### config.mk
export PLATFORM = sky130hd
export DESIGN_NAME = tmh_unit_flat
export DESIGN_NICKNAME = d
export VERILOG_FILES = /design/src/inc/tmh_pkg.sv /design/src/inc/tmh_if.sv /design/src/core/tmh_unit.sv /design/src/flat_wrapper.sv
export SDC_FILE = /design/constraint.sdc
export NUM_CORES = 1
export LEC_CHECK = 0
export BUFFER_PORTS_ARGS = -buffer_cell sky130_fd_sc_hd__buf_2
export CAP_MARGIN = 20
export CORE_MARGIN = 1
export CORE_UTILIZATION = 45
export DETAILED_ROUTE_END_ITERATION = 8
export PLACE_DENSITY = 0.84
export SKIP_CTS_REPAIR_TIMING = 1
export SLEW_MARGIN = 20
export SYNTH_ARGS = -nofsm -noshare
export SYNTH_HDL_FRONTEND = slang
export SYNTH_SLANG_ARGS = --single-unit
### constraint.sdc
create_clock -name i_clk -period 5.9 [get_ports i_clk]
set_input_delay 0.59 -clock i_clk [delete_from_list [all_inputs] [get_ports i_clk]]
set_output_delay 0.59 -clock i_clk [all_outputs]
set_load 0.01 [all_outputs]
### src/inc/tmh_pkg.sv
// Shared constants and types for the tuning and manual output handshake.
`default_nettype none
package tmh_pkg;
    localparam int unsigned PARAM_W    = 16;
    localparam int unsigned MV_W       = 32;
    localparam int unsigned N_TUNE     = 4;
    // Tuning request bit positions.
    localparam int unsigned TUNE_FULL  = 0;
    localparam int unsigned TUNE_HALF  = 1;
    localparam int unsigned TUNE_FILT  = 2;
    localparam int unsigned TUNE_DIST  = 3;
    localparam logic [PARAM_W-1:0] PARAM_RST = 16'h0000;
    localparam logic [MV_W-1:0]    MV_RST    = 32'h0000_0000;
    // Cycles a tuning run lasts, less one, in the unit model of the algorithm.
    localparam int unsigned TUNE_CYC   = 16;
    localparam logic [1:0] MODE_AUTO   = 2'h0;
    typedef enum logic [1:0]
    {
        TMH_BOOT  = 2'b00,
        TMH_IDLE  = 2'b01,
        TMH_TUNE  = 2'b10,
        TMH_STORE = 2'b11
    } tmh_state_t;
endpackage : tmh_pkg
`default_nettype wire

### src/inc/tmh_if.sv
// Cyclic process data link between the unit and the host controller.
`timescale 1ns/1ns
`default_nettype none
interface tmh_if;
    // Host to unit: operation commands and output data.
    logic [3:0]  tune_req;
    logic        reflect_adjust;
    logic        auto_or_manual;
    logic        reflect_manual_mv;
    logic [31:0] manual_mv;
    logic [15:0] out_param;
    logic        save_to_coupler;
    // Unit to host: operating status and input data.
    logic        io_ready;
    logic [3:0]  tune_status;
    logic        param_updated;
    logic        auto_or_manual_status;
    logic        reflect_manual_mv_status;
    logic [31:0] mv_monitor;
    logic [15:0] in_param;
    modport unit
    (
        input  tune_req, reflect_adjust, auto_or_manual, reflect_manual_mv,
        input  manual_mv, out_param, save_to_coupler,
        output io_ready, tune_status, param_updated, auto_or_manual_status,
        output reflect_manual_mv_status, mv_monitor, in_param
    );
    modport host
    (
        output tune_req, reflect_adjust, auto_or_manual, reflect_manual_mv,
        output manual_mv, out_param, save_to_coupler,
        input  io_ready, tune_status, param_updated, auto_or_manual_status,
        input  reflect_manual_mv_status, mv_monitor, in_param
    );
endinterface : tmh_if
`default_nettype wire

### src/core/tmh_unit.sv
// Temperature unit end of the tuning and manual output handshake.
`timescale 1ns/1ns
`default_nettype none
module tmh_unit
#(
    parameter int unsigned TUNE_CYC = tmh_pkg::TUNE_CYC
)
(
    // Clock and reset.
    input  wire logic                        i_clk,
    input  wire logic                        i_rst,
    // Host link.
    tmh_if.unit                              link,
    // Non-volatile memory and coupler side.
    input  wire logic                        i_io_enable,
    input  wire logic                        i_coupler_has_param,
    input  wire logic [tmh_pkg::PARAM_W-1:0] i_coupler_param,
    input  wire logic [tmh_pkg::PARAM_W-1:0] i_tuned_param,
    input  wire logic [tmh_pkg::MV_W-1:0]    i_auto_mv,
    output logic                             o_nvm_write,
    output logic [tmh_pkg::PARAM_W-1:0]      o_nvm_param,
    output logic                             o_coupler_write,
    output logic [tmh_pkg::PARAM_W-1:0]      o_coupler_param,
    output logic [tmh_pkg::MV_W-1:0]         o_applied_mv
);
    ////////////////////////////////////////////////////////////////////////
    tmh_pkg::tmh_state_t               state_q, state_d;
    logic                              factory_q;
    logic [tmh_pkg::PARAM_W-1:0]       param_q;
    logic [tmh_pkg::N_TUNE-1:0]        status_q;
    logic [tmh_pkg::N_TUNE-1:0]        req_q;
    logic                              upd_q;
    logic                              manual_q;
    logic                              reflect_q;
    logic                              io_q;
    logic                              save_q;
    logic [tmh_pkg::MV_W-1:0]          mv_q;
    logic [$clog2(TUNE_CYC+1)-1:0]     cnt_q;
    logic                              nvm_q;
    logic                              cpl_q;

    wire  [tmh_pkg::N_TUNE-1:0] req_rise = link.tune_req & ~req_q;
    wire                        start    = (state_q == tmh_pkg::TMH_IDLE)
                                           && (|req_rise);
    wire                        done     = (state_q == tmh_pkg::TMH_TUNE)
                                           && (cnt_q == '0);
    wire                        adjust   = (state_q == tmh_pkg::TMH_IDLE)
                                           && link.reflect_adjust
                                           && (link.out_param != param_q);
    wire                        save_rise = link.save_to_coupler & ~save_q;

    ////////////////////////////////////////////////////////////////////////
    always_comb
    begin
        state_d = state_q;
        case (state_q)
            tmh_pkg::TMH_BOOT:  state_d = tmh_pkg::TMH_IDLE;
            tmh_pkg::TMH_IDLE:  if (start) state_d = tmh_pkg::TMH_TUNE;
            tmh_pkg::TMH_TUNE:  if (done) state_d = tmh_pkg::TMH_STORE;
            tmh_pkg::TMH_STORE: state_d = tmh_pkg::TMH_IDLE;
            default:            state_d = tmh_pkg::TMH_IDLE;
        endcase
    end

    always_ff @(posedge i_clk or posedge i_rst)
    begin
        if (i_rst)
        begin
            state_q   <= tmh_pkg::TMH_BOOT;
            factory_q <= 1'b1;
            param_q   <= tmh_pkg::PARAM_RST;
            status_q  <= '0;
            req_q     <= '0;
            upd_q     <= 1'b0;
            manual_q  <= 1'b0;
            reflect_q <= 1'b0;
            io_q      <= 1'b0;
            save_q    <= 1'b0;
            mv_q      <= tmh_pkg::MV_RST;
            cnt_q     <= '0;
            nvm_q     <= 1'b0;
            cpl_q     <= 1'b0;
        end
        else
        begin
            state_q <= state_d;
            req_q   <= link.tune_req;
            save_q  <= link.save_to_coupler;
            io_q    <= i_io_enable && (state_q != tmh_pkg::TMH_BOOT);
            nvm_q   <= 1'b0;
            cpl_q   <= 1'b0;
            // The factory flag is a register that reset sets; after that it is
            // only cleared, by a tuning completion or an adjust, never set again.
            if (state_q == tmh_pkg::TMH_BOOT && factory_q
                && i_coupler_has_param)
            begin
                param_q <= i_coupler_param;
                nvm_q   <= 1'b1;
            end
            if (start)
            begin
                status_q <= req_rise;
                cnt_q    <= ($clog2(TUNE_CYC+1))'(TUNE_CYC);
            end
            else if (state_q == tmh_pkg::TMH_TUNE && cnt_q != '0)
                cnt_q <= cnt_q - 1'b1;
            if (done)
            begin
                status_q  <= '0;
                param_q   <= i_tuned_param;
                nvm_q     <= 1'b1;
                factory_q <= 1'b0;
            end
            else if (adjust)
            begin
                param_q   <= link.out_param;
                nvm_q     <= 1'b1;
                factory_q <= 1'b0;
            end
            // The completion set wins over a save that lands in the same cycle.
            if (done)
                upd_q <= 1'b1;
            else if (save_rise)
                upd_q <= 1'b0;
            if (save_rise)
                cpl_q <= 1'b1;
            manual_q  <= link.auto_or_manual;
            reflect_q <= link.auto_or_manual && link.reflect_manual_mv;
            if (link.auto_or_manual && link.reflect_manual_mv)
                mv_q <= link.manual_mv;
            else if (!link.auto_or_manual)
                mv_q <= i_auto_mv;
        end
    end

    ////////////////////////////////////////////////////////////////////////
    // in_param shows zeros until exchange is enabled; mv_monitor is not gated.
    assign link.io_ready                 = io_q;
    assign link.tune_status              = status_q;
    assign link.param_updated            = upd_q;
    assign link.auto_or_manual_status    = manual_q;
    assign link.reflect_manual_mv_status = reflect_q;
    assign link.mv_monitor               = mv_q;
    assign link.in_param = io_q ? param_q : tmh_pkg::PARAM_RST;
    assign o_nvm_write      = nvm_q;
    assign o_nvm_param      = param_q;
    assign o_coupler_write  = cpl_q;
    assign o_coupler_param  = param_q;
    assign o_applied_mv     = mv_q;
endmodule : tmh_unit
`default_nettype wire

### src/flat_wrapper.sv
// flat-port wrapper written by rule: the top's interface ports become plain ports
module tmh_unit_flat 
#(
    parameter int unsigned TUNE_CYC = tmh_pkg::TUNE_CYC
)
  (i_clk, i_rst, i_io_enable, i_coupler_has_param, i_coupler_param, i_tuned_param, i_auto_mv, o_nvm_write, o_nvm_param, o_coupler_write, o_coupler_param, o_applied_mv, link_tune_req, link_reflect_adjust, link_auto_or_manual, link_reflect_manual_mv, link_manual_mv, link_out_param, link_save_to_coupler, link_io_ready, link_tune_status, link_param_updated, link_auto_or_manual_status, link_reflect_manual_mv_status, link_mv_monitor, link_in_param);
  tmh_if link_i ();
  input  wire logic i_clk;
  input  wire logic i_rst;
  input  wire logic i_io_enable;
  input  wire logic i_coupler_has_param;
  input  wire logic [tmh_pkg::PARAM_W-1:0] i_coupler_param;
  input  wire logic [tmh_pkg::PARAM_W-1:0] i_tuned_param;
  input  wire logic [tmh_pkg::MV_W-1:0] i_auto_mv;
  output logic o_nvm_write;
  output logic [tmh_pkg::PARAM_W-1:0] o_nvm_param;
  output logic o_coupler_write;
  output logic [tmh_pkg::PARAM_W-1:0] o_coupler_param;
  output logic [tmh_pkg::MV_W-1:0] o_applied_mv;
  input wire logic [$bits(link_i.tune_req)-1:0] link_tune_req;
  input wire logic [$bits(link_i.reflect_adjust)-1:0] link_reflect_adjust;
  input wire logic [$bits(link_i.auto_or_manual)-1:0] link_auto_or_manual;
  input wire logic [$bits(link_i.reflect_manual_mv)-1:0] link_reflect_manual_mv;
  input wire logic [$bits(link_i.manual_mv)-1:0] link_manual_mv;
  input wire logic [$bits(link_i.out_param)-1:0] link_out_param;
  input wire logic [$bits(link_i.save_to_coupler)-1:0] link_save_to_coupler;
  output wire logic [$bits(link_i.io_ready)-1:0] link_io_ready;
  output wire logic [$bits(link_i.tune_status)-1:0] link_tune_status;
  output wire logic [$bits(link_i.param_updated)-1:0] link_param_updated;
  output wire logic [$bits(link_i.auto_or_manual_status)-1:0] link_auto_or_manual_status;
  output wire logic [$bits(link_i.reflect_manual_mv_status)-1:0] link_reflect_manual_mv_status;
  output wire logic [$bits(link_i.mv_monitor)-1:0] link_mv_monitor;
  output wire logic [$bits(link_i.in_param)-1:0] link_in_param;
  assign link_i.tune_req = link_tune_req;
  assign link_i.reflect_adjust = link_reflect_adjust;
  assign link_i.auto_or_manual = link_auto_or_manual;
  assign link_i.reflect_manual_mv = link_reflect_manual_mv;
  assign link_i.manual_mv = link_manual_mv;
  assign link_i.out_param = link_out_param;
  assign link_i.save_to_coupler = link_save_to_coupler;
  assign link_io_ready = link_i.io_ready;
  assign link_tune_status = link_i.tune_status;
  assign link_param_updated = link_i.param_updated;
  assign link_auto_or_manual_status = link_i.auto_or_manual_status;
  assign link_reflect_manual_mv_status = link_i.reflect_manual_mv_status;
  assign link_mv_monitor = link_i.mv_monitor;
  assign link_in_param = link_i.in_param;
  tmh_unit #(.TUNE_CYC(TUNE_CYC)) u_core (.i_clk(i_clk), .i_rst(i_rst), .link(link_i), .i_io_enable(i_io_enable), .i_coupler_has_param(i_coupler_has_param), .i_coupler_param(i_coupler_param), .i_tuned_param(i_tuned_param), .i_auto_mv(i_auto_mv), .o_nvm_write(o_nvm_write), .o_nvm_param(o_nvm_param), .o_coupler_write(o_coupler_write), .o_coupler_param(o_coupler_param), .o_applied_mv(o_applied_mv));
endmodule
==> results of run 1 <==
-- worst max-delay path, stage by stage, from the launching register on --
cell and delay [ps]:
dfrtp_1 390, inv_1 110, ha_1 190, nand3_1 770, mux2i_1 500, o221ai_2 150
-- flip-flops by register name (all words and copies together), names as in the netlist --
| signal | flops |
|---|---|
| u_core.link.reflect_manual_mv_status | 1 |
| u_core.link.param_updated | 1 |
| u_core.link.auto_or_manual_status | 1 |
| u_core.link.mv_monitor | 32 |
| u_core.cnt_q | 5 |
| u_core.state_q | 2 |
| u_core.req_q | 4 |
| u_core.save_q | 1 |
| u_core.link.tune_status | 4 |
| u_core.o_coupler_write | 1 |
| u_core.o_coupler_param | 16 |
| u_core.factory_q | 1 |
| u_core.o_nvm_write | 1 |
| u_core.link.io_ready | 1 |
-- per-layer routing --
metal | up-vias | global-route usage (%) | wire length [um]
li1 | 1674 | - | -
met1 | 1728 | 27.5 | 4260
met2 | 130 | 39.2 | 5680
met3 | 21 | 5.53 | 551
met4 | 0 | 9.95 | 235
met5 | - | 0 | 0
-- kinds of logic (layout without fill, tap and decap cells) --
| group | count (synthesis) | in the layout | share of synthesized area, % |
|---|---|---|---|
| adders and majority gates | 4 | 4 | 1.26 |
| DFF | 71 | 71 | 44.8 |
| AOI/OAI and AO/OA | 59 | 59 | 10.7 |
| and+or+nand+nor | 108 | 108 | 12.8 |
| muxes | 48 | 48 | 12.1 |
| buffers and inverters | 92 | 286 | 14.1 |
| xor gates and xnor gates | 19 | 19 | 4.20 |
-- final cells by class --
class / count / area, sq um / area share, %
clock buffers: 10 / 128 / 2.52
clock inverters: 6 / 70.1 / 1.38
inverters: 23 / 86.3 / 1.71
multi-input cells: 238 / 1630 / 32.2
flip-flops and latches: 71 / 1780 / 35.1
well taps: 105 / 131 / 2.60
repair buffers: 247 / 1240 / 24.5
-- per-stage QoR --
stage | std cells | total power, mW | area [sq um] | setup slack [ps] | hold slack, ps
6_report | 700 | 1.86 | 5060 | 3610 | 359
5_1_grt | 700 | 2.00 | 5060 | 3440 | 334
4_1_cts | 700 | 1.88 | 5060 | 3630 | 342
3_5_place_dp | 684 | 1.48 | 4860 | 3430 | 407
3_3_place_gp | 684 | 1.44 | 4860 | 3550 | 397
2_1_floorplan | 401 | 1.27 | 3970 | 3520 | 386
-- power breakdown --
part	internal (mW)	leakage, nW	switching [mW]	total (mW)
sequential	0.600	0.841	0.123	0.723
clock	0.198	0.0891	0.192	0.390
combinational	0.346	1.82	0.401	0.747
total	1.14	2.75	0.716	1.86
-- synth_stat cells (all sizes together), types with 4 or more instances --
library cell	n	area (sq um)
mux2i	48	480
xnor2	17	149
buf	58	432
ha	4	50.1
clkbuf	11	42.5
o221ai	16	203
o21ai	5	28.8
nand4	4	25.0
dfrtp	70	1750
nand2	31	116
nor2	39	146
nor2b	8	50.1
a21oi	37	185
and2	17	108
inv	23	86.3
-- worst max path at each step --
| stage | startpoint | to | cells after the start |
|---|---|---|---|
| after detailed placement | link_out_param[5] | u_core.o_coupler_param[10] | 6 |
| after global routing | u_core.state_q[1] | u_core.o_coupler_param[8] | 5 |
| final | u_core.state_q[1] | u_core.o_coupler_param[8] | 5 |
| after floorplan | i_rst | u_core.cnt_q[0] | 1 |
| after global placement | link_out_param[5] | u_core.o_coupler_param[13] | 6 |
| after CTS | u_core.state_q[1] | u_core.o_coupler_param[3] | 5 |
==> metrics.cfg, run 1 <==
[status]
status=finished clean

[timing]
drv_slew=0
finalSetupTns_ps=0
finClkSkew_ps=9.04
hold_viol_final=0
period_minus_slack_ps=2290
worst_pin_slew_ps=1110
finalSetupViolCount=0
fmax_ghz=0.437
fin_crit_sh_pct=38.8
rsz0062_at_grt=false
slew_headroom_pct=25.5

[clocking]
cts.sink_count=71
cts_root_buf=clkbuf_8
cts_buffers=9
cts_tree=yes
clockBufferDepth=2
clk_latency_ps=340
path_clk_slew_ps=80
h-tree-depth=3

[setup_path]
rr_endpoint=u_core.o_coupler_param[8]
required_ps=6080
rrSetupSlack_ps=3610
end_kind=flip-flop
worst_r2r_path_depth=5
worst-setup-path-type=reg2reg
arrival_ps=2470
r2r_start=u_core.state_q[1]
crit_path_start_kind=flip-flop
critPathMaxFanout=17

[final_layout]
fin_nets=718
area_growth_pct=27.6
drive_above_1_share_pct=46.6
fillers=747
final_common_cell=buf_2
layout_common_cells=buf_2 (245), dfrtp_1 (70), mux2i_1 (48)
final_util_pct=60.4
diodes=0

[global_route]
grt_pass1_vias=3318
grt_start_max_net_pins=72
grt_pass1_wl_um=16000
grt.overflow.total=0
antenna_found_initial=0
track_usage_pct=22.9

[die]
dieArea_sq_um=9190
start_util_pct=47.3
rows=33
io_pins=246
core_sq_um=8380
die_h_um=95.9
die_x_um=95.9

[detailed_routing]
drtIter0Drc=92
drcViolationCount=0
drt-pass1-iter-count=5
wl_per_cell_um=15.3
vias=3553
antenna_left=0
routed_wl_um=10700
post_drt_via_cell_ratio=5.08

[hold_path]
min_path_cells=1
hold_path.class=in2reg
min_from=link_tune_req[1]
hold_end=u_core.req_q[1]

[logic_synthesis]
yosysSeqAreaShare_pct=44.8
syn_area_sq_um=3970
syn_inst=401
async_reset_ff_share_pct=100
ys_warn_count=0
synthesis.nets=529
synth-main-ff-cell=dfrtp_1
syn_area_per_cell_sq_um=9.89
synth.distinct_cells=33
ys_ff_latch=71
synth_edf_count=0

[place]
port_buffers=245
hpwl_um=8270
place_congestion=0.806

[job]
cap_violations=0

[pwr]
p_leak_nw=2.75
p_per_area_nw_per_um2=367
peakVddDrop_v=0.000176

Power figures use the tool's default switching activity.
==> run 2: changes to the inputs <==
--- a/config.mk
+++ b/config.mk
@@ -8,9 +8,9 @@
 export BUFFER_PORTS_ARGS = -buffer_cell sky130_fd_sc_hd__buf_2
 export CAP_MARGIN = 20
 export CORE_MARGIN = 1
-export CORE_UTILIZATION = 45
+export CORE_UTILIZATION = 39
 export DETAILED_ROUTE_END_ITERATION = 8
-export PLACE_DENSITY = 0.84
+export PLACE_DENSITY = 0.77
 export SKIP_CTS_REPAIR_TIMING = 1
 export SLEW_MARGIN = 20
 export SYNTH_ARGS = -nofsm -noshare
==> constraint.sdc (replaced) <==
create_clock -name i_clk -period 2.1 [get_ports i_clk]
set_input_delay 0.21 -clock i_clk [delete_from_list [all_inputs] [get_ports i_clk]]
set_output_delay 0.21 -clock i_clk [all_outputs]
set_load 0.01 [all_outputs]
==> run 2 against run 1 <==
Worst hold slack worse by 290 ps. Non-clock buffer count up 12. Critical path type unchanged. Setup slack worse by 3500 ps. Clock-buffer cell count up 3. Largest cell class unchanged. First-iteration DRC count down 21%.
==> metrics.cfg, run 2 (synthesized netlist as in run 1, its figures left out) <==
[status]
status=finished clean

[job]
cap_violations=0  ; unchanged

[hold_path]
min_from=i_tuned_param[15]
min_path_cells=3  ; +2
hold_end=u_core.o_coupler_param[15]
hold_path.class=in2reg

[clocking]
cts_root_buf=clkbuf_8
cts_tree=yes
clk_latency_ps=340  ; about the same
cts.sink_count=71  ; unchanged
clockBufferDepth=2  ; unchanged
cts_buffers=9  ; unchanged
h-tree-depth=3  ; unchanged
path_clk_slew_ps=80  ; about the same

[die]
dieArea_sq_um=10600  ; +15%
die_h_um=103  ; +7.3%
start_util_pct=40.4  ; -6.9 points
rows=36  ; +9.1%
die_x_um=103  ; +7.3%
core_sq_um=9820  ; +17%
io_pins=246  ; unchanged

[pwr]
p_leak_nw=2.84  ; +3.2%
p_per_area_nw_per_um2=1030  ; +180%
peakVddDrop_v=0.000621  ; +250%
p_total_mw=5.41  ; +190%

[timing]
finalSetupTns_ps=0  ; unchanged
slew_headroom_pct=55.4  ; +30 points
fmax_ghz=0.510  ; +17%
drv_slew=0  ; unchanged
finClkSkew_ps=15.7  ; +6.61 ps
rsz0062_at_grt=false
hold_viol_final=0  ; unchanged
period_minus_slack_ps=1960  ; -331 ps
hold_slack_ps=74.0  ; -285 ps
worst_pin_slew_ps=666  ; -448 ps
fin_crit_sh_pct=93.3  ; +54 points
finalSetupViolCount=0  ; unchanged

[global_route]
antenna_found_initial=0  ; unchanged
grt_start_max_net_pins=72  ; unchanged
grt_pass1_vias=3203  ; -3.5%
grt_pass1_wl_um=15200  ; -5.1%
grt.overflow.total=0  ; unchanged
track_usage_pct=18.8  ; -4.1 points

[place]
placedCellCount=718  ; +5.0%
place_congestion=0.831  ; +3.1%
hpwl_um=8020  ; -3.0%
port_buffers=245  ; unchanged

[setup_path]
crit_path_start_kind=flip-flop
required_ps=2280  ; -3800 ps
worst-setup-path-type=reg2reg
r2r_start=u_core.o_coupler_param[5]
rrSetupSlack_ps=140  ; -3470 ps
rr_endpoint=u_core.o_coupler_param[14]
critPathMaxFanout=16  ; -1
end_kind=flip-flop
arrival_ps=2140  ; -330 ps
worstSetupStartpoint=u_core.o_coupler_param[5]
worst_r2r_path_depth=6  ; +1

[detailed_routing]
drtIter0Drc=73  ; -21%
post_drt_via_cell_ratio=4.71  ; -7.2%
vias=3484  ; -1.9%
routed_wl_um=10500  ; -2.3%
antenna_left=0  ; unchanged
wl_per_cell_um=14.2  ; -7.6%
drt-pass1-iter-count=4  ; -1
drcViolationCount=0  ; unchanged

[final_layout]
drive_above_1_share_pct=46.5  ; -0.097 points
final_common_cell=buf_2
instances_no_fill=740  ; +5.7%
fin_nets=730  ; +1.7%
diodes=0  ; unchanged
layout_common_cells=buf_2 (245), dfrtp_1 (70), mux2i_1 (48)
area_growth_pct=32.6
largest_register_ffs=32  ; unchanged
fillers=924  ; +24%

-- run 2: metrics by stage --
step / utilization (%) / instance area (sq um) / setup WS, ps
floorplan: - / 3970 / 95.1
global placement: 50.6 / 4970 / 211
detailed placement: 50.6 / 4970 / 136
CTS: 52.9 / 5190 / 126
global route: 53.6 / 5260 / 14.8
finish: 53.6 / 5260 / 141
-- run 2: layout make-up --
type,instances,area [sq um],area share (%)
flip-flops and latches,71,1780,33.8
multi-input cells,238,1640,31.1
repair buffers,259,1370,26.1
well taps,133,166,3.16
clock buffers,13,159,3.02
inverters,23,86.3,1.64
clock inverters,3,65.1,1.24
-- run 2: where the power goes --
part	switching, mW	total (mW)	internal, mW	leakage (nW)
logic	1.16	2.18	1.01	1.89
registers	0.320	2.00	1.69	0.841
clock network	0.501	1.23	0.734	0.114
-- run 2: how the worst max path moves through the flow --
stage	slack, ps	cells past startpoint	end
floorplan	100	1	u_core.cnt_q[0]
global placement	210	5	u_core.o_coupler_param[13]
detailed placement	140	5	u_core.o_coupler_param[9]
CTS	130	5	u_core.o_coupler_param[9]
global route	10	6	u_core.o_coupler_param[12]
finish	140	6	u_core.o_coupler_param[14]
-- run 2: critical path: stages (launching register included) --
cell and delay [ps]:
dfrtp_1 430, xnor2_1 210, nand4_1 140, nor4_2 440
or3_1 170, buf_4 270, o221ai_1 140
-- run 2: routing by layer --
| layer | global-route usage [%] | wire (um) | vias to the layer above |
|---|---|---|---|
| met1 | 23.1 | 4390 | 1655 |
| met5 | 0 | 0 | - |
| met2 | 33.0 | 5460 | 119 |
| met4 | 6.83 | 138 | 0 |
| met3 | 3.46 | 495 | 13 |
| li1 | - | - | 1697 |
